**config.mk**
```make
export PLATFORM = sky130hd
export DESIGN_NAME = ssbc_port
export DESIGN_NICKNAME = d
export VERILOG_FILES = /design/src/verilog/ssbc_pkg.sv /design/src/verilog/ssbc_link_if.sv /design/src/verilog/ssbc_port.sv /design/src/verilog/ssbc_shifter.sv
export SDC_FILE = /design/constraint.sdc
export NUM_CORES = 1
export LEC_CHECK = 0
export BUFFER_PORTS_ARGS = -buffer_cell sky130_fd_sc_hd__buf_2
export CAP_MARGIN = 25
export CELL_PAD_IN_SITES_DETAIL_PLACEMENT = 0
export CELL_PAD_IN_SITES_GLOBAL_PLACEMENT = 1
export CORE_ASPECT_RATIO = 2
export CORE_MARGIN = 10
export CORE_UTILIZATION = 35
export CTS_CLUSTER_DIAMETER = 200
export DETAILED_ROUTE_END_ITERATION = 7
export GPL_TIMING_DRIVEN = 0
export PLACE_DENSITY = 0.81
export RECOVER_POWER = 25
export SLEW_MARGIN = 20
export SYNTH_ARGS = -nofsm -noshare
export SYNTH_HDL_FRONTEND = slang
export SYNTH_HIERARCHICAL = 1
export SYNTH_SLANG_ARGS = --single-unit
```
**constraint.sdc**
```tcl
create_clock -name clock -period 2.2 [get_ports clock]
set_input_delay 0.44 -clock clock [delete_from_list [all_inputs] [get_ports clock]]
set_output_delay 0.44 -clock clock [all_outputs]
set_load 0.005 [all_outputs]
```
**src/verilog/ssbc_pkg.sv**
```systemverilog
package ssbc_pkg;
  // Register byte addresses on the APB window
  localparam logic [7:0] STAT_OFFSET = 8'h00;
  localparam logic [7:0] BUF_OFFSET = 8'h04;
  localparam logic [7:0] CON1_OFFSET = 8'h08;
  localparam logic [7:0] CON2_OFFSET = 8'h0C;
  localparam logic [7:0] IRQ_STAT_OFFSET = 8'h10;
  localparam logic [7:0] IRQ_MASK_OFFSET = 8'h14;

  // port_status_control fields
  localparam int PORT_ENABLE_BIT = 15;
  localparam int IDLE_STOP_BIT = 13;
  localparam int RX_OVERRUN_BIT = 6;
  localparam int TX_FULL_BIT = 1;
  localparam int RX_FULL_BIT = 0;

  // port_control_one fields
  localparam int WORD_MODE_BIT = 10;
  localparam int SAMPLE_PHASE_BIT = 9;
  localparam int SLAVE_SELECT_BIT = 7;
  localparam int CLOCK_POL_BIT = 6;
  localparam int MASTER_BIT = 5;
  localparam logic [15:0] CON1_MASK = 16'h06E0;

  // port_control_two fields
  localparam int FRAMED_BIT = 15;
  localparam int SYNC_POL_BIT = 13;
  localparam logic [15:0] CON2_MASK = 16'hA000;

  // Interrupt status and mask layout
  localparam int IRQ_W = 3;
  localparam int IRQ_RX_BIT = 0;
  localparam int IRQ_TX_BIT = 1;
  localparam int IRQ_OVR_BIT = 2;

  localparam logic [15:0] REG_RESET = 16'h0000;
  localparam logic [31:0] PRDATA_RESET = 32'h0000_0000;

  // Serial timing: half period of the generated serial clock
  localparam int CLOCK_PERIOD_NS = 4;
  localparam int SERIAL_HALF_NS = 16;
  localparam int HALF_CYCLES_INT = (SERIAL_HALF_NS + CLOCK_PERIOD_NS - 1) / CLOCK_PERIOD_NS;
  localparam logic [3:0] HALF_LAST = 4'(HALF_CYCLES_INT - 1);

  localparam int SYNC_PINS = 4;
  localparam logic [4:0] BYTE_BITS = 5'h08;
  localparam logic [4:0] WORD_BITS = 5'h10;

  typedef logic [15:0] ssbc_word_t;
endpackage

```
**src/verilog/ssbc_link_if.sv**
```systemverilog
interface ssbc_link_if;
  import ssbc_pkg::*;
  logic on;
  logic halt;
  logic masterMode;
  logic wordMode;
  logic clockIdleHigh;
  logic sampleLate;
  logic framed;
  logic selEnable;
  logic syncActiveHigh;
  logic sckIn;
  logic sdiIn;
  logic selIn;
  logic txValid;
  ssbc_word_t txData;
  logic txTake;
  logic rxDone;
  ssbc_word_t rxData;
  logic sckOut;
  logic sdoOut;
  logic selOut;

  modport ctrl(
    output on, halt, masterMode, wordMode, clockIdleHigh, sampleLate, framed, selEnable,
    output syncActiveHigh, sckIn, sdiIn, selIn, txValid, txData,
    input txTake, rxDone, rxData, sckOut, sdoOut, selOut
  );
  modport engine(
    input on, halt, masterMode, wordMode, clockIdleHigh, sampleLate, framed, selEnable,
    input syncActiveHigh, sckIn, sdiIn, selIn, txValid, txData,
    output txTake, rxDone, rxData, sckOut, sdoOut, selOut
  );
endinterface

```
**src/verilog/ssbc_port.sv**
```systemverilog
// Function
// - Enable bit 15 turns the port on and hands the four pins to it.
// - Idle-stop bit 13 freezes the port while the chip is idle.
// - A word arriving while the last is unread is dropped; overflow bit 6 sets.
// - Transmit-full bit 1 sets on buffer write, clears on move to shifter.
// - Receive-full bit 0 sets on shifter-to-holding move, clears on buffer read.
// - Transmit holding moves into the shifter as a transfer starts, freeing it.
// - Framed mode runs the clock continuously in master mode only; a sync pulse opens each frame.
// - Sample phase acts only in master mode, settable only with master enable.
// - Unused status bits 14, 12 to 7 and 5 to 2 read zero.
//
// Design decisions made here: the APB register port and the register offsets.
module ssbc_port import ssbc_pkg::*; (
  input wire logic clock,
  input wire logic reset,
  input wire logic psel,
  input wire logic penable,
  input wire logic pwrite,
  input wire logic [7:0] paddr,
  input wire logic [31:0] pwdata,
  output logic [31:0] prdata,
  output wire logic pready,
  output wire logic pslverr,
  input wire logic chipIdle,
  input wire logic serialClockIn,
  output wire logic serialClockOut,
  output wire logic serialClockOe,
  input wire logic serialIn,
  output wire logic serialOut,
  output wire logic serialOutOe,
  input wire logic selectIn,
  output wire logic selectOut,
  output wire logic selectOe,
  output wire logic irq
);
  function automatic logic isReg(input logic [7:0] addr, input logic [7:0] offset);
    return addr == offset;
  endfunction

  ssbc_link_if link();

  // Two-flop synchronisers for everything arriving from the pins
  logic [SYNC_PINS-1:0] pinRaw;
  logic [SYNC_PINS-1:0] syncStage1;
  logic [SYNC_PINS-1:0] syncStage2;
  assign pinRaw = {chipIdle, selectIn, serialIn, serialClockIn};
  genvar gi;
  generate
    for (gi = 0; gi < SYNC_PINS; gi++) begin : gSync
      always_ff @(posedge clock) begin
        if (reset) begin
          syncStage1[gi] <= 1'b0;
          syncStage2[gi] <= 1'b0;
        end else begin
          syncStage1[gi] <= pinRaw[gi];
          syncStage2[gi] <= syncStage1[gi];
        end
      end
    end
  endgenerate
  wire sckSync = syncStage2[0];
  wire sdiSync = syncStage2[1];
  wire selSync = syncStage2[2];
  wire idleSync = syncStage2[3];

  // Registers
  logic portEnable;
  logic idleStop;
  logic overflow;
  logic txFull;
  logic rxFull;
  ssbc_word_t txHolding;
  ssbc_word_t rxHolding;
  ssbc_word_t ctlOne;
  ssbc_word_t ctlTwo;
  logic [IRQ_W-1:0] irqStat;
  logic [IRQ_W-1:0] irqMask;

  // APB decode
  wire setupPh = psel & ~penable;
  wire accessPh = psel & penable;
  wire hitStat = isReg(paddr, STAT_OFFSET);
  wire hitBuf = isReg(paddr, BUF_OFFSET);
  wire hitCon1 = isReg(paddr, CON1_OFFSET);
  wire hitCon2 = isReg(paddr, CON2_OFFSET);
  wire hitIrqStat = isReg(paddr, IRQ_STAT_OFFSET);
  wire hitIrqMask = isReg(paddr, IRQ_MASK_OFFSET);
  wire mapped = hitStat | hitBuf | hitCon1 | hitCon2 | hitIrqStat | hitIrqMask;
  wire wrAccess = accessPh & pwrite;
  wire wrStat = wrAccess & hitStat;
  wire wrBuf = wrAccess & hitBuf;
  wire wrCon1 = wrAccess & hitCon1;
  wire wrCon2 = wrAccess & hitCon2;
  wire wrIrqStat = wrAccess & hitIrqStat;
  wire wrIrqMask = wrAccess & hitIrqMask;
  wire rdBuf = accessPh & ~pwrite & hitBuf;

  assign pready = 1'b1;
  assign pslverr = accessPh & ~mapped;

  // Control fields
  wire masterEnable = ctlOne[MASTER_BIT];
  wire slaveSelEn = ctlOne[SLAVE_SELECT_BIT];
  wire framedEn = ctlTwo[FRAMED_BIT];
  ssbc_word_t statusView;
  always_comb begin
    statusView = REG_RESET;
    statusView[PORT_ENABLE_BIT] = portEnable;
    statusView[IDLE_STOP_BIT] = idleStop;
    statusView[RX_OVERRUN_BIT] = overflow;
    statusView[TX_FULL_BIT] = txFull;
    statusView[RX_FULL_BIT] = rxFull;
  end

  // A word landing in a read's setup cycle with receive full clear is the one that read returns and clears
  wire [15:0] readMux =
    hitStat ? statusView :
    hitBuf ? ((link.rxDone & ~rxFull) ? link.rxData : rxHolding) :
    hitCon1 ? ctlOne :
    hitCon2 ? ctlTwo :
    hitIrqStat ? {13'h0000, irqStat} :
    hitIrqMask ? {13'h0000, irqMask} : REG_RESET;

  // Sample phase is only kept when master enable is set in the same write
  wire [15:0] con1Write = pwdata[15:0] & CON1_MASK;
  wire smpAllowed = pwdata[MASTER_BIT] & pwdata[SAMPLE_PHASE_BIT];
  ssbc_word_t next_ctlOne;
  always_comb begin
    next_ctlOne = con1Write;
    next_ctlOne[SAMPLE_PHASE_BIT] = smpAllowed;
  end

  // Receive handoff: a read in the same cycle makes room for the new word
  wire rxAccept = link.rxDone & (~rxFull | rdBuf);
  wire ovfEvent = link.rxDone & rxFull & ~rdBuf;
  wire ovfClear = wrStat & ~pwdata[RX_OVERRUN_BIT];
  wire next_rxFull = rxAccept | (rxFull & ~rdBuf);
  wire next_txFull = wrBuf | (txFull & ~link.txTake);
  wire next_overflow = ovfEvent | (overflow & ~ovfClear);
  wire [IRQ_W-1:0] irqEvents = {ovfEvent, link.txTake, rxAccept};
  wire [IRQ_W-1:0] irqClear = wrIrqStat ? pwdata[IRQ_W-1:0] : {IRQ_W{1'b0}};
  wire [IRQ_W-1:0] next_irqStat = irqEvents | (irqStat & ~irqClear);

  always_ff @(posedge clock) begin
    if (reset) begin
      prdata <= PRDATA_RESET;
    end else if (setupPh & ~pwrite) begin
      prdata <= {16'h0000, readMux};
    end
  end

  always_ff @(posedge clock) begin
    if (reset) begin
      portEnable <= 1'b0;
      idleStop <= 1'b0;
    end else if (wrStat) begin
      portEnable <= pwdata[PORT_ENABLE_BIT];
      idleStop <= pwdata[IDLE_STOP_BIT];
    end
  end

  always_ff @(posedge clock) begin
    if (reset) begin
      ctlOne <= REG_RESET;
      ctlTwo <= REG_RESET;
    end else begin
      if (wrCon1) begin
        ctlOne <= next_ctlOne;
      end
      if (wrCon2) begin
        ctlTwo <= pwdata[15:0] & CON2_MASK;
      end
    end
  end

  always_ff @(posedge clock) begin
    if (reset) begin
      txFull <= 1'b0;
      rxFull <= 1'b0;
      overflow <= 1'b0;
    end else begin
      txFull <= next_txFull;
      rxFull <= next_rxFull;
      overflow <= next_overflow;
    end
  end

  always_ff @(posedge clock) begin
    if (reset) begin
      txHolding <= REG_RESET;
    end else if (wrBuf) begin
      txHolding <= pwdata[15:0];
    end
  end

  // Overrun leaves the unread word in place and drops the newcomer
  always_ff @(posedge clock) begin
    if (reset) begin
      rxHolding <= REG_RESET;
    end else if (rxAccept) begin
      rxHolding <= link.rxData;
    end
  end

  always_ff @(posedge clock) begin
    if (reset) begin
      irqStat <= {IRQ_W{1'b0}};
      irqMask <= {IRQ_W{1'b0}};
    end else begin
      irqStat <= next_irqStat;
      if (wrIrqMask) begin
        irqMask <= pwdata[IRQ_W-1:0];
      end
    end
  end
  assign irq = |(irqStat & irqMask);

  // Engine hookup
  assign link.on = portEnable;
  assign link.halt = idleStop & idleSync;
  assign link.masterMode = masterEnable;
  assign link.wordMode = ctlOne[WORD_MODE_BIT];
  assign link.clockIdleHigh = ctlOne[CLOCK_POL_BIT];
  assign link.sampleLate = ctlOne[SAMPLE_PHASE_BIT] & masterEnable;
  assign link.framed = framedEn;
  // Framed mode takes priority in the engine should software set both; serialOutOe still follows slave select
  assign link.selEnable = slaveSelEn & ~framedEn;
  assign link.syncActiveHigh = ctlTwo[SYNC_POL_BIT];
  assign link.sckIn = sckSync;
  assign link.sdiIn = sdiSync;
  assign link.selIn = selSync;
  assign link.txValid = txFull;
  assign link.txData = txHolding;

  ssbc_shifter u_shifter (
    .clock(clock),
    .reset(reset),
    .l(link.engine)
  );

  // Pin takeover only while the port is enabled
  assign serialClockOut = link.sckOut;
  assign serialClockOe = portEnable & masterEnable;
  assign serialOut = link.sdoOut;
  assign serialOutOe = portEnable & (masterEnable | ~slaveSelEn | ~selSync);
  assign selectOut = link.selOut;
  assign selectOe = portEnable & masterEnable & framedEn;
endmodule

```
**src/verilog/ssbc_shifter.sv**
```systemverilog
module ssbc_shifter import ssbc_pkg::*; (
  input wire logic clock,
  input wire logic reset,
  ssbc_link_if.engine l
);
  logic [4:0] bitsLeft;
  ssbc_word_t shiftReg;
  logic sckActive;
  logic sckPrev;
  logic sampled;
  logic [3:0] divCnt;
  logic syncOut;
  logic rxDoneR;

  // Nothing starts, ends or hands over while frozen in idle, nor while off except a word finished on the edge the engine goes off
  wire run = l.on & ~l.halt;
  wire [4:0] frameBits = l.wordMode ? WORD_BITS : BYTE_BITS;
  wire busy = bitsLeft != 5'h00;
  wire tick = run & l.masterMode & (divCnt == HALF_LAST);
  wire mToggle = tick & (busy | l.framed);
  // In framed mode a frame may only open on a trailing edge so the clock never pauses
  wire mStart = tick & ~busy & l.txValid & (~l.framed | sckActive);
  wire sEdge = run & ~l.masterMode & (l.sckIn != sckPrev);
  wire sActiveLvl = l.sckIn ^ l.clockIdleHigh;
  wire lead = l.masterMode ? (mToggle & ~sckActive) : (sEdge & sActiveLvl);
  wire trail = l.masterMode ? (mToggle & sckActive) : (sEdge & ~sActiveLvl);
  wire selActive = ~l.selEnable | ~l.selIn;
  wire syncSeen = l.selIn == l.syncActiveHigh;
  wire sStart = ~l.masterMode & lead & ~busy & (l.framed ? syncSeen : selActive);
  wire abortS = ~l.masterMode & ~l.framed & ~selActive;
  wire late = l.sampleLate & l.masterMode;
  wire inBit = late ? l.sdiIn : sampled;

  assign l.txTake = mStart | (sStart & l.txValid);
  assign l.rxDone = rxDoneR & ~l.halt;
  assign l.rxData = l.wordMode ? shiftReg : {8'h00, shiftReg[7:0]};
  assign l.sckOut = sckActive ^ l.clockIdleHigh;
  assign l.sdoOut = l.wordMode ? shiftReg[15] : shiftReg[7];
  assign l.selOut = l.syncActiveHigh ? syncOut : ~syncOut;

  always_ff @(posedge clock) begin
    if (reset | ~l.on) begin
      bitsLeft <= 5'h00;
      shiftReg <= REG_RESET;
      sckActive <= 1'b0;
      sckPrev <= 1'b0;
      sampled <= 1'b0;
      divCnt <= 4'h0;
      syncOut <= 1'b0;
      rxDoneR <= 1'b0;
    end else if (~l.halt) begin
      sckPrev <= l.sckIn;
      divCnt <= tick ? 4'h0 : divCnt + 4'h1;
      rxDoneR <= 1'b0;
      if (mToggle) begin
        sckActive <= ~sckActive;
      end
      if (lead & ~late) begin
        sampled <= l.sdiIn;
      end
      if (mStart | sStart) begin
        shiftReg <= l.txValid ? l.txData : REG_RESET;
        bitsLeft <= frameBits;
        syncOut <= l.framed;
      end else if (abortS) begin
        bitsLeft <= 5'h00;
      end else if (trail & busy) begin
        shiftReg <= {shiftReg[14:0], inBit};
        bitsLeft <= bitsLeft - 5'h01;
        syncOut <= 1'b0;
        rxDoneR <= bitsLeft == 5'h01;
      end
    end
  end
endmodule
```
# ---- Word-level counts from Yosys, hierarchy flattened
# Cells that the tools add are included.
dict set report classes {
  n_eq_ne 10
  n_reduce_logical 9
  addsub 2
  n_bitwise 95
  n_mux 30
}
# operator count
set ops {}
lappend ops {{16-bit two-way mux} 10}
lappend ops {{1-bit AND} 51}
lappend ops {{1-bit NOT} 21}
lappend ops {{5-bit two-way mux} 4}
lappend ops {{1-bit OR} 17}
lappend ops {{8-bit by 4-bit equality test with 1-bit output, second input constant} 2}
lappend ops {{8-bit by 5-bit equality test with 1-bit output, second input constant} 2}
lappend ops {{1-bit two-way mux} 12}
lappend ops {{3-bit two-way mux} 3}
lappend ops {{8-bit by 3-bit equality test with 1-bit output, second input constant} 1}
lappend ops {{8-bit zero test} 1}
lappend ops {{3-bit AND} 2}
lappend ops {{2-bit AND reduction} 3}
lappend ops {{5-bit by 1-bit equality test with 1-bit output, second input constant} 1}
lappend ops {{5-bit nonzero test} 1}
lappend ops {{5-bit by 1-bit subtractor with 5-bit output, second input constant} 1}
lappend ops {{4-bit by 1-bit adder with 4-bit output, second input constant} 1}
lappend ops {{4-bit by 2-bit equality test with 1-bit output, second input constant} 1}
lappend ops {{4-bit two-way mux} 1}
lappend ops {{3-bit NOT} 1}
lappend ops {{3-bit OR} 1}
lappend ops {{3-bit AND reduction} 1}
lappend ops {{3-bit nonzero test} 1}
lappend ops {{3-bit OR reduction} 1}
lappend ops {{other kinds (5)} 6}
dict set report totals {
  output_inout_bits 41
  wordCells 174
  reg_bits 104
  in_bits 49
}

# ---- Depth between registers and ports, before layout
# Gate-level depths: netlist (run 1).
dict set report logic_depth {
  depth_word 16
  ltp_mapped 10
  mapped_depth_nobuf 7
}

# ---- Hierarchy
# The synthesis (run 1) kept the hierarchy.
# mod cells_each instances area_each_um2 seq_area_each_um2
set modules_own_cells {}
lappend modules_own_cells {ssbc_port 381 1 3311.9 1481.4}
lappend modules_own_cells {ssbc_shifter 205 1 1825.5 600.6}

# ---- Worst setup path before layout (run 1)
# Ideal clock, no wire load.
dict set report synth_timing {
  kind {flip-flop to flip-flop}
  startpoint {register u_shifter.bitsLeft[0]}
  endpoint {register u_shifter.shiftReg[0]}
  path_stages_with_launch 10
  slack_ns 0.017
  setup_ns 0.134
  arrival_time_ns 2.049
  synth_period_minus_slack_ns 2.183
  required_time_ns 2.066
  n_path_buf 2
  path_cell_list {dfxtp_1 > inv_1 > ha_1 > nor4b_2 > or4_4 > a21oi_2 > buf_6 > buf_12 > mux2i_1 > o22ai_1}
}
dict set report synth_via {
  elab_chain_len 11
}
# element line
set synth_rtl {}
lappend synth_rtl {{start, declared} ssbc_shifter.sv:6} ;# logic [4:0] bitsLeft;
lappend synth_rtl {{start signal, assigned} ssbc_shifter.sv:63} ;# bitsLeft <= frameBits;
lappend synth_rtl {{start signal, assigned} ssbc_shifter.sv:69} ;# bitsLeft <= bitsLeft - 5'h01;
lappend synth_rtl {{5-bit nonzero test (*)} ssbc_shifter.sv:18} ;# wire busy = bitsLeft != 5'h00;
lappend synth_rtl {{1-bit OR} ssbc_shifter.sv:20} ;# wire mToggle = tick & (busy | l.framed);
lappend synth_rtl {{1-bit AND} ssbc_shifter.sv:20}
lappend synth_rtl {{1-bit AND} ssbc_shifter.sv:25} ;# wire lead = l.masterMode ? (mToggle & ~sckActive) : (sEdge & sActiveLvl);
lappend synth_rtl {{1-bit two-way mux} ssbc_shifter.sv:25}
lappend synth_rtl {{1-bit AND (3 in a row)} ssbc_shifter.sv:29} ;# wire sStart = ~l.masterMode & lead & ~busy & (l.framed ? syncSeen : selActive);
lappend synth_rtl {{1-bit OR} ssbc_shifter.sv:61} ;# if (mStart | sStart) begin
lappend synth_rtl {{2-bit != test (no line) / 2-bit nonzero test (equally long branches)} n/a}
lappend synth_rtl {{3-bit AND reduction (no line)} n/a}
lappend synth_rtl {{end signal, assigned} ssbc_shifter.sv:62} ;# shiftReg <= l.txValid ? l.txData : REG_RESET;
lappend synth_rtl {{end signal, assigned} ssbc_shifter.sv:68} ;# shiftReg <= {shiftReg[14:0], inBit};
lappend synth_rtl {{end, declared} ssbc_shifter.sv:7} ;# ssbc_word_t shiftReg;
# Every way passes the cells marked *; elsewhere a longest branch is shown, timed or not.
# A chain may end at the register's enable or synchronous reset.

# ---- Worst setup path after layout (run 1)
dict set report layout_timing {
  startpoint {register u_shifter.bitsLeft[1]}
  endpoint {register u_shifter.shiftReg[15]}
}
# Same word-level chain as after synthesis.

==> impl_metrics.prom, run 1 <==
# TYPE chip_impl_metric gauge
chip_impl_metric{name="drt_first_iter_violations",unit=""} 294
chip_impl_metric{name="async_reset_ff_frac",unit=""} 0
chip_impl_metric{name="cts-htree-levels",unit=""} 3
chip_impl_metric{name="worst_ep_arrival_time",unit="ps"} 2410
chip_impl_metric{name="num_antenna_cells",unit=""} 0
chip_impl_metric{name="number_of_global_route_vias_before_repair",unit=""} 4621
chip_impl_metric{name="postPlaceCellArea",unit="µm²"} 5709
chip_impl_metric{name="mappedNetlistArea",unit="µm²"} 5137
chip_impl_info{name="hold_path_startpoint",value="chipIdle"} 1
chip_impl_metric{name="post_synth_num_cell_types",unit=""} 65
chip_impl_metric{name="fin_area",unit="µm²"} 6305
chip_impl_info{name="critical_path.reg2reg.startpoint",value="u_shifter/bitsLeft[1]"} 1
chip_impl_info{name="failing_checks",value="setup timing"} 1
chip_impl_info{name="status",value="complete, but fails checks"} 1
chip_impl_info{name="synth_top_flop_cell",value="dfxtp_1"} 1
chip_impl_metric{name="grt_start_max_net_pins",unit=""} 17
chip_impl_metric{name="edff_count_synth",unit=""} 0
chip_impl_metric{name="critPathMaxStageDelay",unit="ps"} 470
chip_impl_metric{name="max-clock-path-buffers",unit=""} 2
chip_impl_metric{name="clock_insertion_delay_worst_skew",unit="ps"} 350
chip_impl_metric{name="syn-instance-count",unit=""} 586
chip_impl_metric{name="num_io_pins",unit=""} 90
chip_impl_metric{name="detailroute.via_count",unit=""} 4529
chip_impl_metric{name="timing.slew.headroom",unit=""} 0.4491
chip_impl_metric{name="clock_sinks",unit=""} 104
chip_impl_info{name="timing.critical_path.slowest_stage_cell",value="or4_4"} 1
chip_impl_metric{name="route.detailed.wl_per_inst",unit="µm"} 18.28
chip_impl_metric{name="synth-seq-area-share",unit=""} 0.4053
chip_impl_metric{name="power.density_cell_area",unit="nW/µm²"} 627.2
chip_impl_metric{name="max-vdd-ir-drop",unit="µV"} 375.5
chip_impl_metric{name="worst_hold_slack",unit="ps"} 299.9
chip_impl_metric{name="drtAntennaViolNets",unit=""} 0
chip_impl_info{name="largest_delay_share_family_worst_path",value="simple AND/OR/NAND/NOR gates"} 1
chip_impl_metric{name="path_buf_inv",unit=""} 3
chip_impl_metric{name="nets",unit=""} 733
chip_impl_metric{name="timing_max_transition_violations_final",unit=""} 0
chip_impl_metric{name="post_dp_hpwl",unit="mm"} 12.52
chip_impl_metric{name="floorplan.die_area",unit="µm²"} 20220
chip_impl_metric{name="globalRouteTotalUtil",unit=""} 0.1512
chip_impl_metric{name="r2r.worst_path.cells",unit=""} 9
chip_impl_metric{name="path_max_fanout",unit=""} 10
chip_impl_metric{name="timing.reg2reg.setup_slack",unit="ps"} -0.4
chip_impl_metric{name="place.port_buffers",unit=""} 55
chip_impl_info{name="crit_type",value="reg -> reg"} 1
chip_impl_info{name="cp_cell_sequence",value="inv_4 -> ha_4 -> nor4b_4 -> or4_4 -> a21oi_2 -> buf_6 -> buf_12 -> mux2i_2 -> a211oi_2"} 1
chip_impl_metric{name="grt.overflow.total",unit=""} 0
chip_impl_metric{name="core",unit="µm²"} 14350
chip_impl_metric{name="placedCellCount",unit=""} 848
chip_impl_metric{name="post_route_cells_drive_above_1_share",unit=""} 0.2295
chip_impl_info{name="regToRegEndpoint",value="u_shifter/shiftReg[15]"} 1
chip_impl_metric{name="final-hold-violation-count",unit=""} 0
chip_impl_metric{name="fillerInstances",unit=""} 1419
chip_impl_info{name="cts_tree",value="yes"} 1
chip_impl_metric{name="remaining_drc_errors",unit=""} 0
chip_impl_metric{name="floorplan.die.height",unit="µm"} 191.3
chip_impl_metric{name="antenna_found_initial",unit=""} 0
chip_impl_metric{name="cts_made_buffers",unit=""} 9
chip_impl_metric{name="finalClockSkew",unit="ps"} 9.057
chip_impl_metric{name="timing.final.crit_share",unit=""} 1.000
chip_impl_metric{name="hold_buf_count_cts",unit=""} 0
chip_impl_info{name="worst_setup_path_end_kind",value="flop"} 1
chip_impl_metric{name="timing.setup.tns",unit="ps"} -0.4061
chip_impl_metric{name="place.gp.congestion",unit=""} 0.8884
chip_impl_metric{name="start_util",unit=""} 0.3580
chip_impl_metric{name="setup_viol",unit=""} 1
chip_impl_info{name="worst_hold_path.endpoint",value="syncStage1[3]"} 1
chip_impl_metric{name="tightestPinTransition",unit="ps"} 822.8
chip_impl_metric{name="worst_hold_path.num_cells",unit=""} 2
chip_impl_metric{name="total_power",unit="µW"} 3954
chip_impl_metric{name="area_growth_from_synthesis_to_layout",unit="%"} 22.72
chip_impl_metric{name="yosys_warnings",unit=""} 6
chip_impl_metric{name="die_w",unit="µm"} 105.7
chip_impl_metric{name="finalCriticalPeriod",unit="ps"} 2200
chip_impl_metric{name="clock.fmax",unit="MHz"} 454.5
chip_impl_metric{name="rows",unit=""} 62
chip_impl_metric{name="worstPathRequired",unit="ps"} 2410
chip_impl_metric{name="power.leakage",unit="µW"} 0.002442
chip_impl_info{name="worst_setup_path_start_kind",value="flop"} 1
chip_impl_metric{name="drt-vias-per-instance",unit=""} 5.170
chip_impl_metric{name="register_bit_total_from_synthesis",unit=""} 104
chip_impl_metric{name="mean_post_synth_cell_area",unit="µm²"} 8.767
chip_impl_info{name="worst_min_path_class",value="in -> reg"} 1
chip_impl_metric{name="maxCapViolCount",unit=""} 0
chip_impl_metric{name="grt_pass1_wl",unit="mm"} 24.07
chip_impl_metric{name="worst_slack",unit="ps"} -0.4061
chip_impl_metric{name="number_of_iterations_in_the_first_detailed_routing_pass",unit=""} 5
chip_impl_metric{name="finish.cell_count_without_fillers",unit=""} 876
chip_impl_info{name="ctsRootBufferMaster",value="clkbuf_16"} 1
chip_impl_metric{name="clkSlewWorstSetupHoldPaths",unit="ps"} 70
chip_impl_metric{name="drt-total-wl",unit="mm"} 16.02
## stage by stage
| step | utilization | setup slack [ps] |
|---|---|---|
| 5_1_grt | 0.4393 | -33.63 |
| 6_report | 0.4393 | -0.4061 |
| 2_1_floorplan | - | 17.09 |
| 4_1_cts | 0.4295 | 5.941 |
| 3_5_place_dp | 0.3978 | -434.2 |
| 3_3_place_gp | 0.3978 | -362.8 |
## cells in the final DEF (no fill, tap or decap), types with 3 or more instances in the layout
cell / n
and2_1: 13
inv_1: 5
o21ai_0: 5
bufinv_16: 3
nand2b_1: 7
a21o_1: 4
nand2_1: 71
clkbuf_1: 32
mux2_2: 4
buf_4: 41
nor2b_1: 14
a21oi_2: 4
dfxtp_1: 98
mux2i_1: 50
conb_1: 17
xnor2_1: 3
nand3b_1: 3
a32o_1: 3
and3_1: 5
a211oi_2: 5
a31oi_1: 9
a21oi_1: 45
nand3_1: 24
nor3_1: 6
xor2_1: 5
a2bb2oi_1: 7
nor2_1: 50
dfxtp_2: 4
buf_2: 47
nand4_1: 4
clkbuf_16: 9
a211oi_1: 11
buf_6: 5
## layout make-up
| cell class | instances | area, µm² | area share |
|---|---|---|---|
| plain buffers | 62 | 405.4 | 0.06430 |
| clock buffers | 11 | 252.7 | 0.04009 |
| clock inverters | 4 | 98.84 | 0.01568 |
| inverters | 7 | 31.28 | 0.004961 |
| multi-input cells | 428 | 2830 | 0.4489 |
| flip-flops and latches | 104 | 2095 | 0.3322 |
| well taps | 192 | 240.2 | 0.03810 |
| repair buffers | 68 | 351.6 | 0.05576 |
## worst reg2reg max path, cell delays in order (launching register included)
cell and delay [ps]:
dfxtp_2 370, inv_4 50, ha_4 150, nor4b_4 160
or4_4 480, a21oi_2 180, buf_6 160, buf_12 160
mux2i_2 260, a211oi_2 100
## cells by family (layout without fill, tap and decap cells)
logic type,Yosys count,in the layout,synth area share
AND/OR/NAND/NOR,228,228,0.2328
AO/OA/AOI/OAI,115,115,0.1466
adder cells (fa/ha/maj),4,4,0.009742
multiplexers,56,56,0.1101
XOR/XNOR,8,8,0.01364
other,2,17,0.001462
buffers and inverters,69,152,0.08037
flip-flops,104,104,0.4053
## synthesized netlist by cell type (2+ instances only)
| cell | count | area share |
|---|---|---|
| dfxtp_1 | 104 | 0.41 |
| nand2_1 | 71 | 0.052 |
| mux2i_1 | 52 | 0.10 |
| nor2_1 | 51 | 0.037 |
| a21oi_1 | 48 | 0.047 |
| buf_4 | 26 | 0.038 |
| nand3_1 | 24 | 0.023 |
| clkbuf_1 | 19 | 0.014 |
| a211oi_1 | 17 | 0.025 |
| nor2b_1 | 15 | 0.018 |
| and2_1 | 14 | 0.017 |
| a31oi_1 | 10 | 0.012 |
| buf_2 | 8 | 0.0078 |
| nand2b_1 | 8 | 0.0097 |
| a2bb2oi_1 | 7 | 0.012 |
| inv_1 | 7 | 0.0051 |
| nor3_1 | 6 | 0.0058 |
| and3_1 | 5 | 0.0061 |
| o21ai_0 | 5 | 0.0049 |
| xor2_1 | 5 | 0.0085 |
| a21o_1 | 4 | 0.0058 |
| buf_1 | 4 | 0.0029 |
| buf_6 | 4 | 0.0088 |
| ha_1 | 4 | 0.0097 |
| mux2_2 | 4 | 0.0088 |
| nand4_1 | 4 | 0.0049 |
| a32o_1 | 3 | 0.0058 |
| a32oi_1 | 3 | 0.0051 |
| nand3b_1 | 3 | 0.0044 |
| or3b_2 | 3 | 0.0051 |
| xnor2_1 | 3 | 0.0051 |
| a311o_1 | 2 | 0.0039 |
| and3b_1 | 2 | 0.0034 |
| conb_1 | 2 | 0.0015 |
| nand4b_1 | 2 | 0.0034 |
| nor4_2 | 2 | 0.0049 |
| nor4b_1 | 2 | 0.0034 |
| o2111ai_1 | 2 | 0.0034 |
| o21a_1 | 2 | 0.0029 |
| or3_1 | 2 | 0.0024 |
| or3b_1 | 2 | 0.0034 |
| or4_4 | 2 | 0.0044 |
## metal layers
layer / track usage / share of wire
met2: 0.3066 / 0.58
met3: 0.02597 / 0.037
met1: 0.1312 / 0.34
met5: 0 / 0
met4: 0.08848 / 0.046
## worst max-delay path by stage
stage | from | to | slack, ps | cells after the start
floorplan | u_shifter/bitsLeft[0] | u_shifter/shiftReg[0] | 20 | 9
global placement | idleStop | rxHolding[12] | -360 | 10
detailed placement | idleStop | rxHolding[13] | -430 | 10
CTS | u_shifter/bitsLeft[1] | u_shifter/shiftReg[6] | 6 | 8
global route | u_shifter/bitsLeft[1] | u_shifter/shiftReg[15] | -30 | 9
finish | u_shifter/bitsLeft[1] | u_shifter/shiftReg[15] | -0.4 | 9
## flip-flops by register name, summed over array words and instances (netlist names), 2 cells and up
register / count
syncStage1: 4
ctlOne: 5
ctlTwo: 2
u_shifter/divCnt: 4
u_shifter/bitsLeft: 5
u_shifter/shiftReg: 16
irqStat: 3
rxHolding: 16
link.txData: 16
prdata: 16
irqMask: 3
## timing repair
item | 4_1_cts | 5_1_grt
endpoints found under the setup margin | 56 | 28
pin swaps | 4 | 5
gates resized for setup | 23 | 29
setup buffers | 5 | 7
## report_power, final
group          internal [µW]  total (µW)  switching [µW]
clock                   1170        1880             707
sequential              1890        1890            4.49
combinational           69.8         183             113
No activity file was read; power rests on OpenSTA's default activity.
==> run 2: changes to the inputs <==
Settings changed: PLACE_DENSITY 0.81 to default, PLACE_DENSITY_LB_ADDON from default to 0.1.
==> run 2 against run 1 <==
Compared with the run above: the run ends with DRC left; sequential power hardly changed; setup slack better by 10 ps; hold slack hardly changed; register-to-register slack hardly changed; wire length is 0.34% higher; highest routed layer unchanged; power is 6.5% lower; fmax is 0.48% higher; global-route usage is 0.47 points higher; flip-flop and latch count stayed put; final cell count is 0.23% lower; non-clock buffer count is 3 lower; via count is 2.0% lower.
==> impl_metrics.prom, run 2 (same netlist as run 1, synthesis figures left out) <==
# TYPE chip_impl_metric gauge
chip_impl_metric{name="met3_length",unit="µm"} 453
chip_impl_metric{name="fin_area",unit="µm²"} 6269
chip_impl_info{name="regToRegEndpoint",value="u_shifter/bitsLeft[2]"} 1
chip_impl_metric{name="worst_slack",unit="ps"} 10.04
chip_impl_metric{name="final-hold-violation-count",unit=""} 0
chip_impl_info{name="largest_delay_share_family_worst_path",value="simple AND/OR/NAND/NOR gates"} 1
chip_impl_metric{name="path_buf_inv",unit=""} 1
chip_impl_metric{name="detailroute.via_count",unit=""} 4437
chip_impl_metric{name="power.leakage",unit="µW"} 0.002417
chip_impl_metric{name="core",unit="µm²"} 14350
chip_impl_metric{name="grt_start_max_net_pins",unit=""} 19
chip_impl_metric{name="grt.overflow.total",unit=""} 0
chip_impl_metric{name="place.port_buffers",unit=""} 55
chip_impl_metric{name="number_of_global_route_vias_before_repair",unit=""} 4481
chip_impl_metric{name="rows",unit=""} 62
chip_impl_metric{name="worstPathRequired",unit="ps"} 2470
chip_impl_info{name="crit_type",value="reg -> reg"} 1
chip_impl_metric{name="route.detailed.wl_per_inst",unit="µm"} 18.39
chip_impl_metric{name="post_dp_hpwl",unit="mm"} 12.69
chip_impl_metric{name="max-vdd-ir-drop",unit="µV"} 335.9
chip_impl_metric{name="multi_input_comb_area",unit="µm²"} 2831
chip_impl_metric{name="drtAntennaViolNets",unit=""} 0
chip_impl_info{name="unrepaired_setup_endpoints_after_global_routing",value="true"} 1
chip_impl_metric{name="detailedPlace.worstSlack",unit="ps"} -611.3
chip_impl_metric{name="timing.setup.tns",unit="ps"} 0
chip_impl_info{name="most_common_cell_after_layout_fill_and_taps_aside",value="dfxtp_1"} 1
chip_impl_info{name="cp_cell_sequence",value="inv_2 -> ha_4 -> nor4b_4 -> or4_4 -> a2111oi_1 -> nand3_1 -> a31oi_1"} 1
chip_impl_metric{name="critPathMaxStageDelay",unit="ps"} 580
chip_impl_metric{name="remaining_drc_errors",unit=""} 4
chip_impl_info{name="timing.critical_path.slowest_stage_cell",value="or4_4"} 1
chip_impl_metric{name="globalRouteTotalUtil",unit=""} 0.1559
chip_impl_metric{name="drt_first_iter_violations",unit=""} 170
chip_impl_metric{name="timing.reg2reg.setup_slack",unit="ps"} 10
chip_impl_metric{name="path_max_fanout",unit=""} 5
chip_impl_info{name="mostFrequentLayoutCells",value="99 x dfxtp_1, 71 x nand2_1, 50 x nor2_1"} 1
chip_impl_metric{name="wl_met2",unit="mm"} 9.206
chip_impl_metric{name="antenna_found_initial",unit=""} 0
chip_impl_metric{name="max-clock-path-buffers",unit=""} 2
chip_impl_metric{name="nets",unit=""} 730
chip_impl_info{name="hold_path_startpoint",value="selectIn"} 1
chip_impl_info{name="critical_path.reg2reg.startpoint",value="u_shifter/bitsLeft[1]"} 1
chip_impl_metric{name="place.gp.congestion",unit=""} 0.8228
chip_impl_metric{name="setup_viol",unit=""} 0
chip_impl_metric{name="clkSlewWorstSetupHoldPaths",unit="ps"} 70
chip_impl_metric{name="maxCapViolCount",unit=""} 0
chip_impl_info{name="worst_setup_path_start_kind",value="flop"} 1
chip_impl_info{name="failing_checks",value="DRC"} 1
chip_impl_info{name="worst_min_path_class",value="in -> reg"} 1
chip_impl_metric{name="r2r.worst_path.cells",unit=""} 7
chip_impl_metric{name="finalClockSkew",unit="ps"} 7.452
chip_impl_metric{name="number_of_iterations_in_the_first_detailed_routing_pass",unit=""} 8
chip_impl_info{name="cts_tree",value="yes"} 1
chip_impl_metric{name="post_route_cells_drive_above_1_share",unit=""} 0.2185
chip_impl_info{name="ctsRootBufferMaster",value="clkbuf_16"} 1
chip_impl_metric{name="clock_insertion_delay_worst_skew",unit="ps"} 340
chip_impl_metric{name="clock_sinks",unit=""} 104
chip_impl_info{name="worst_hold_path.endpoint",value="syncStage1[2]"} 1
chip_impl_metric{name="die_w",unit="µm"} 105.7
chip_impl_metric{name="cts_made_buffers",unit=""} 9
chip_impl_metric{name="num_io_pins",unit=""} 90
chip_impl_metric{name="timing.final.crit_share",unit=""} 0.9954
chip_impl_metric{name="start_util",unit=""} 0.3580
chip_impl_metric{name="timing_max_transition_violations_final",unit=""} 0
chip_impl_metric{name="clock.fmax",unit="MHz"} 456.6
chip_impl_info{name="worst_setup_path_end_kind",value="flop"} 1
chip_impl_metric{name="floorplan.die_area",unit="µm²"} 20220
chip_impl_metric{name="postPlaceCellArea",unit="µm²"} 5709
chip_impl_metric{name="floorplan.die.height",unit="µm"} 191.3
chip_impl_metric{name="timing.slew.headroom",unit=""} 0.3249
chip_impl_info{name="highest-signal-layer",value="met4"} 1
chip_impl_metric{name="worst_hold_path.num_cells",unit=""} 2
chip_impl_metric{name="drt-vias-per-instance",unit=""} 5.077
chip_impl_metric{name="drt-total-wl",unit="mm"} 16.07
chip_impl_metric{name="route.layer.met1.wl",unit="mm"} 5.967
chip_impl_metric{name="num_antenna_cells",unit=""} 0
chip_impl_metric{name="grt_pass1_wl",unit="mm"} 24.67
chip_impl_metric{name="power.density_cell_area",unit="nW/µm²"} 589.9
chip_impl_metric{name="sequential_cell_area",unit="µm²"} 2088
chip_impl_metric{name="worst_ep_arrival_time",unit="ps"} 2460
chip_impl_metric{name="tightestPinTransition",unit="ps"} 998.6
chip_impl_metric{name="cts-htree-levels",unit=""} 3
chip_impl_metric{name="finalCriticalPeriod",unit="ps"} 2190
chip_impl_info{name="status",value="complete, but fails checks"} 1
chip_impl_metric{name="area_growth_from_synthesis_to_layout",unit="%"} 22.02
chip_impl_metric{name="hold_buf_count_cts",unit=""} 0
chip_impl_metric{name="fillerInstances",unit=""} 1463
[run 2: cell types whose count changed in the layout (fill, tap and decap cells not counted), moves of 3 or more]
cell       previous run  this run
a211oi_1             11        15
buf_4                41        32
buf_6                 5         9
clkbuf_4              0         3
a21oi_2               4         1
a211oi_2              5         1
bufinv_16             3         0
[run 2: routing by layer]
layer,global-route usage,up-vias
met3,0.02395,20
li1,-,2207
met5,0,-
met1,0.1574,2130
met2,0.3021,80
met4,0.06859,0
[run 2: how the worst max path moves through the flow]
stage / start / end / cells past startpoint
6_report: u_shifter/bitsLeft[1] / u_shifter/bitsLeft[2] / 7
5_1_grt: u_shifter/bitsLeft[1] / u_shifter/shiftReg[14] / 9
4_1_cts: u_shifter/bitsLeft[1] / u_shifter/shiftReg[14] / 9
3_5_place_dp: idleStop / rxHolding[11] / 10
3_3_place_gp: idleStop / rxHolding[10] / 10
2_1_floorplan: u_shifter/bitsLeft[0] / u_shifter/shiftReg[0] / 9
[run 2: timing repair]
action	in CTS	in global routing
resized for setup	28	26
gates cloned	0	1
buffers inserted	4	5
setup endpoints to repair	56	33
pin swaps	3	13
[run 2: area by class of cell]
cell class | count | area share
Sequential cell | 104 | 0.3331
Timing Repair Buffer | 65 | 0.05749
Inverter | 7 | 0.004192
Multi-Input combinational cell | 428 | 0.4517
Clock buffer | 11 | 0.04032
Clock inverter | 5 | 0.007585
Buffer | 62 | 0.06727
Tap cell | 192 | 0.03832
[run 2: stage by stage]
step | cells | power (µW) | util | hold slack [ps]
after floorplan | 601 | 2035 | - | 413.8
after global placement | 848 | 2116 | 0.3978 | 416.3
after detailed placement | 848 | 2119 | 0.3978 | 433.5
after CTS | 868 | 3740 | 0.4276 | 289.7
after global routing | 874 | 3834 | 0.4368 | 296.3
final | 874 | 3698 | 0.4368 | 300.2
[run 2: worst reg2reg max path: cells and delay by family (launching register included)]
kind / cells / cell delay [ps]
buffers and inverters: 1 / 60
flip-flops: 1 / 350
AO/OA/AOI/OAI: 2 / 700
adder cells (fa/ha/maj): 1 / 150
AND/OR/NAND/NOR: 3 / 860
[run 2: power breakdown]
part / internal [µW] / leakage, µW / switching [µW]
clock: 854 / 0.000146 / 771
sequential: 1890 / 0.000842 / 4.44
combinational: 69.7 / 0.00143 / 110
total: 2810 / 0.00242 / 886
==> run 3: changes to the inputs <==
Settings changed: CORE_MARGIN 10 to default.
==> run 3 against run 2 <==
Compared with the run above: the flow finishes with violations (setup timing); flip-flop and latch count is the same; first-iteration DRC count grew 4.7%; setup slack lost 15 ps; clock skew rose by 4.6 ps; global-route usage increased by 5.6 points; utilization is 0.25 points lower; power decreased by 0.30%; clock power about the same; sequential power is essentially flat; via count decreased by 0.70%; largest power group unchanged; highest routed layer unchanged.
==> impl_metrics.prom, run 3 (same netlist as run 1, synthesis figures left out) <==
# TYPE chip_impl_metric gauge
chip_impl_metric{name="drt-total-wl",unit="mm"} 15.29
chip_impl_metric{name="met3_length",unit="µm"} 342
chip_impl_metric{name="grt.overflow.total",unit=""} 0
chip_impl_metric{name="finalClockSkew",unit="ps"} 12.08
chip_impl_metric{name="drt-vias-per-instance",unit=""} 5.047
chip_impl_metric{name="grt_pass1_wl",unit="mm"} 24.02
chip_impl_metric{name="setup_viol",unit=""} 1
chip_impl_metric{name="final-hold-violation-count",unit=""} 0
chip_impl_metric{name="max-clock-path-buffers",unit=""} 2
chip_impl_metric{name="worstPathRequired",unit="ps"} 2470
chip_impl_info{name="unrepaired_setup_endpoints_after_global_routing",value="true"} 1
chip_impl_metric{name="tightestPinTransition",unit="ps"} 778.1
chip_impl_metric{name="post_route_cells_drive_above_1_share",unit=""} 0.2203
chip_impl_metric{name="cts-htree-levels",unit=""} 3
chip_impl_info{name="worst_setup_path_start_kind",value="flop"} 1
chip_impl_metric{name="floorplan.die_area",unit="µm²"} 15200
chip_impl_metric{name="clock.fmax",unit="MHz"} 453.5
chip_impl_info{name="status",value="complete, but fails checks"} 1
chip_impl_metric{name="worst_hold_path.num_cells",unit=""} 2
chip_impl_metric{name="clock_sinks",unit=""} 104
chip_impl_metric{name="max-vdd-ir-drop",unit="µV"} 347.6
chip_impl_info{name="worst_setup_path_end_kind",value="flop"} 1
chip_impl_info{name="crit_type",value="reg -> reg"} 1
chip_impl_metric{name="clkSlewWorstSetupHoldPaths",unit="ps"} 80
chip_impl_metric{name="area_growth_from_synthesis_to_layout",unit="%"} 21.31
chip_impl_metric{name="path_buf_inv",unit=""} 1
chip_impl_metric{name="drt_first_iter_violations",unit=""} 178
chip_impl_metric{name="drtAntennaViolNets",unit=""} 0
chip_impl_info{name="cts_tree",value="yes"} 1
chip_impl_metric{name="hold_buf_count_cts",unit=""} 0
chip_impl_metric{name="post_dp_hpwl",unit="mm"} 11.92
chip_impl_metric{name="timing.final.crit_share",unit=""} 1.002
chip_impl_metric{name="power.density_cell_area",unit="nW/µm²"} 591.5
chip_impl_metric{name="r2r.worst_path.cells",unit=""} 7
chip_impl_metric{name="timing_max_transition_violations_final",unit=""} 0
chip_impl_metric{name="antenna_found_initial",unit=""} 0
chip_impl_metric{name="core",unit="µm²"} 14350
chip_impl_metric{name="start_util",unit=""} 0.3580
chip_impl_metric{name="die_w",unit="µm"} 87.67
chip_impl_info{name="failing_checks",value="setup timing"} 1
chip_impl_metric{name="clock_insertion_delay_worst_skew",unit="ps"} 350
chip_impl_metric{name="path_depth",unit=""} 7
chip_impl_metric{name="worst_slack",unit="ps"} -5.118
chip_impl_metric{name="rows",unit=""} 62
chip_impl_metric{name="detailroute.via_count",unit=""} 4406
chip_impl_metric{name="finalCriticalPeriod",unit="ps"} 2205
chip_impl_metric{name="timing.slew.headroom",unit=""} 0.4739
chip_impl_metric{name="cts_made_buffers",unit=""} 9
chip_impl_metric{name="critPathMaxStageDelay",unit="ps"} 590
chip_impl_metric{name="num_antenna_cells",unit=""} 0
chip_impl_metric{name="floorplan.die.height",unit="µm"} 173.3
chip_impl_metric{name="nets",unit=""} 729
chip_impl_metric{name="detailedPlace.worstSlack",unit="ps"} -597.9
chip_impl_metric{name="power.leakage",unit="µW"} 0.002442
chip_impl_metric{name="place.gp.congestion",unit=""} 0.8281
chip_impl_info{name="mostFrequentLayoutCells",value="99 x dfxtp_1, 71 x nand2_1, 54 x buf_2"} 1
chip_impl_metric{name="number_of_iterations_in_the_first_detailed_routing_pass",unit=""} 6
chip_impl_metric{name="grt_start_max_net_pins",unit=""} 21
chip_impl_info{name="largest_delay_share_family_worst_path",value="simple AND/OR/NAND/NOR gates"} 1
chip_impl_info{name="most_common_cell_after_layout_fill_and_taps_aside",value="dfxtp_1"} 1
chip_impl_metric{name="fillerInstances",unit=""} 1493
chip_impl_metric{name="maxCapViolCount",unit=""} 0
chip_impl_metric{name="remaining_drc_errors",unit=""} 0
chip_impl_info{name="highest-signal-layer",value="met4"} 1
chip_impl_metric{name="path_max_fanout",unit=""} 4
chip_impl_info{name="cp_cell_sequence",value="inv_4 -> ha_4 -> nor4b_4 -> or4_4 -> a2111oi_0 -> nand3_1 -> a31oi_1"} 1
chip_impl_metric{name="place.port_buffers",unit=""} 55
chip_impl_metric{name="worst_ep_arrival_time",unit="ps"} 2480
chip_impl_info{name="timing.critical_path.slowest_stage_cell",value="or4_4"} 1
chip_impl_metric{name="wl_met2",unit="mm"} 8.601
chip_impl_metric{name="num_io_pins",unit=""} 90
chip_impl_metric{name="number_of_global_route_vias_before_repair",unit=""} 4497
chip_impl_metric{name="route.layer.met1.wl",unit="mm"} 5.861
chip_impl_metric{name="timing.setup.tns",unit="ps"} -5.118
chip_impl_info{name="ctsRootBufferMaster",value="clkbuf_16"} 1
chip_impl_metric{name="globalRouteTotalUtil",unit=""} 0.2115
chip_impl_metric{name="route.detailed.wl_per_inst",unit="µm"} 17.52
chip_impl_info{name="worst_min_path_class",value="in -> reg"} 1
[run 3: cell count changes in the layout (fill, tap and decap cells not counted), moves of 2 or more]
cell      delta
mux2i_1      +3
buf_6        -2
clkbuf_8     -2
clkbuf_1     -7
mux2i_2      -2
buf_2        +8
[run 3: cell type report]
class                           count  area [µm²]  share of cell area
Multi-Input combinational cell    428        2799              0.4491
Sequential cell                   104        2091              0.3355
Buffer                             62       411.6             0.06605
Timing Repair Buffer               64       364.1             0.05842
Tap cell                          192       240.2             0.03855
Clock buffer                        9       225.2             0.03614
Clock inverter                      7       72.57             0.01164
Inverter                            7       28.78            0.004618
[run 3: stage by stage]
step	total power, µW	instances	util	hold slack, ps	cell area [µm²]
finish	3687	873	0.4343	296.9	6232
global route	3833	873	0.4343	294.5	6232
floorplan	2035	601	-	413.8	5194
global placement	2116	848	0.3978	416.4	5709
detailed placement	2119	848	0.3978	426.4	5709
CTS	3728	866	0.4263	292.5	6118
[run 3: metal layers]
layer | vias to the layer above | GRT usage
met3 | 23 | 0.02667
met5 | - | 0
met2 | 78 | 0.3984
met4 | 0 | 0.09426
li1 | 2212 | -
met1 | 2093 | 0.2251
[run 3: path summary, 6_finish.rpt]
kind | startpoint | to | slack (ps)
min reg2reg | syncStage1[0] | link.sckIn | 440
min | serialIn | syncStage1[1] | 300
max reg2reg | u_shifter/bitsLeft[0] | u_shifter/bitsLeft[2] | -5
max | u_shifter/bitsLeft[0] | u_shifter/bitsLeft[2] | -5
[run 3: worst reg2reg max path: cells and delay by family (launching register included)]
| kind | cells | cell delay [ps] |
|---|---|---|
| adder cells (fa/ha/maj) | 1 | 150 |
| AO/OA/AOI/OAI | 2 | 690 |
| AND/OR/NAND/NOR | 3 | 890 |
| buffers and inverters | 1 | 40 |
| flip-flops | 1 | 370 |
[run 3: report_power, final]
part	switching [µW]	internal (µW)	total, µW
sequential	4.38	1890	1890
clock	809	803	1610
combinational	112	71.0	183
[run 3: what timing repair did]
item                       4_1_cts  5_1_grt
resized for setup               25       18
setup endpoints to repair       56       35
gates cloned                     0        1
buffers inserted                 2        5
pin swaps                        3       13
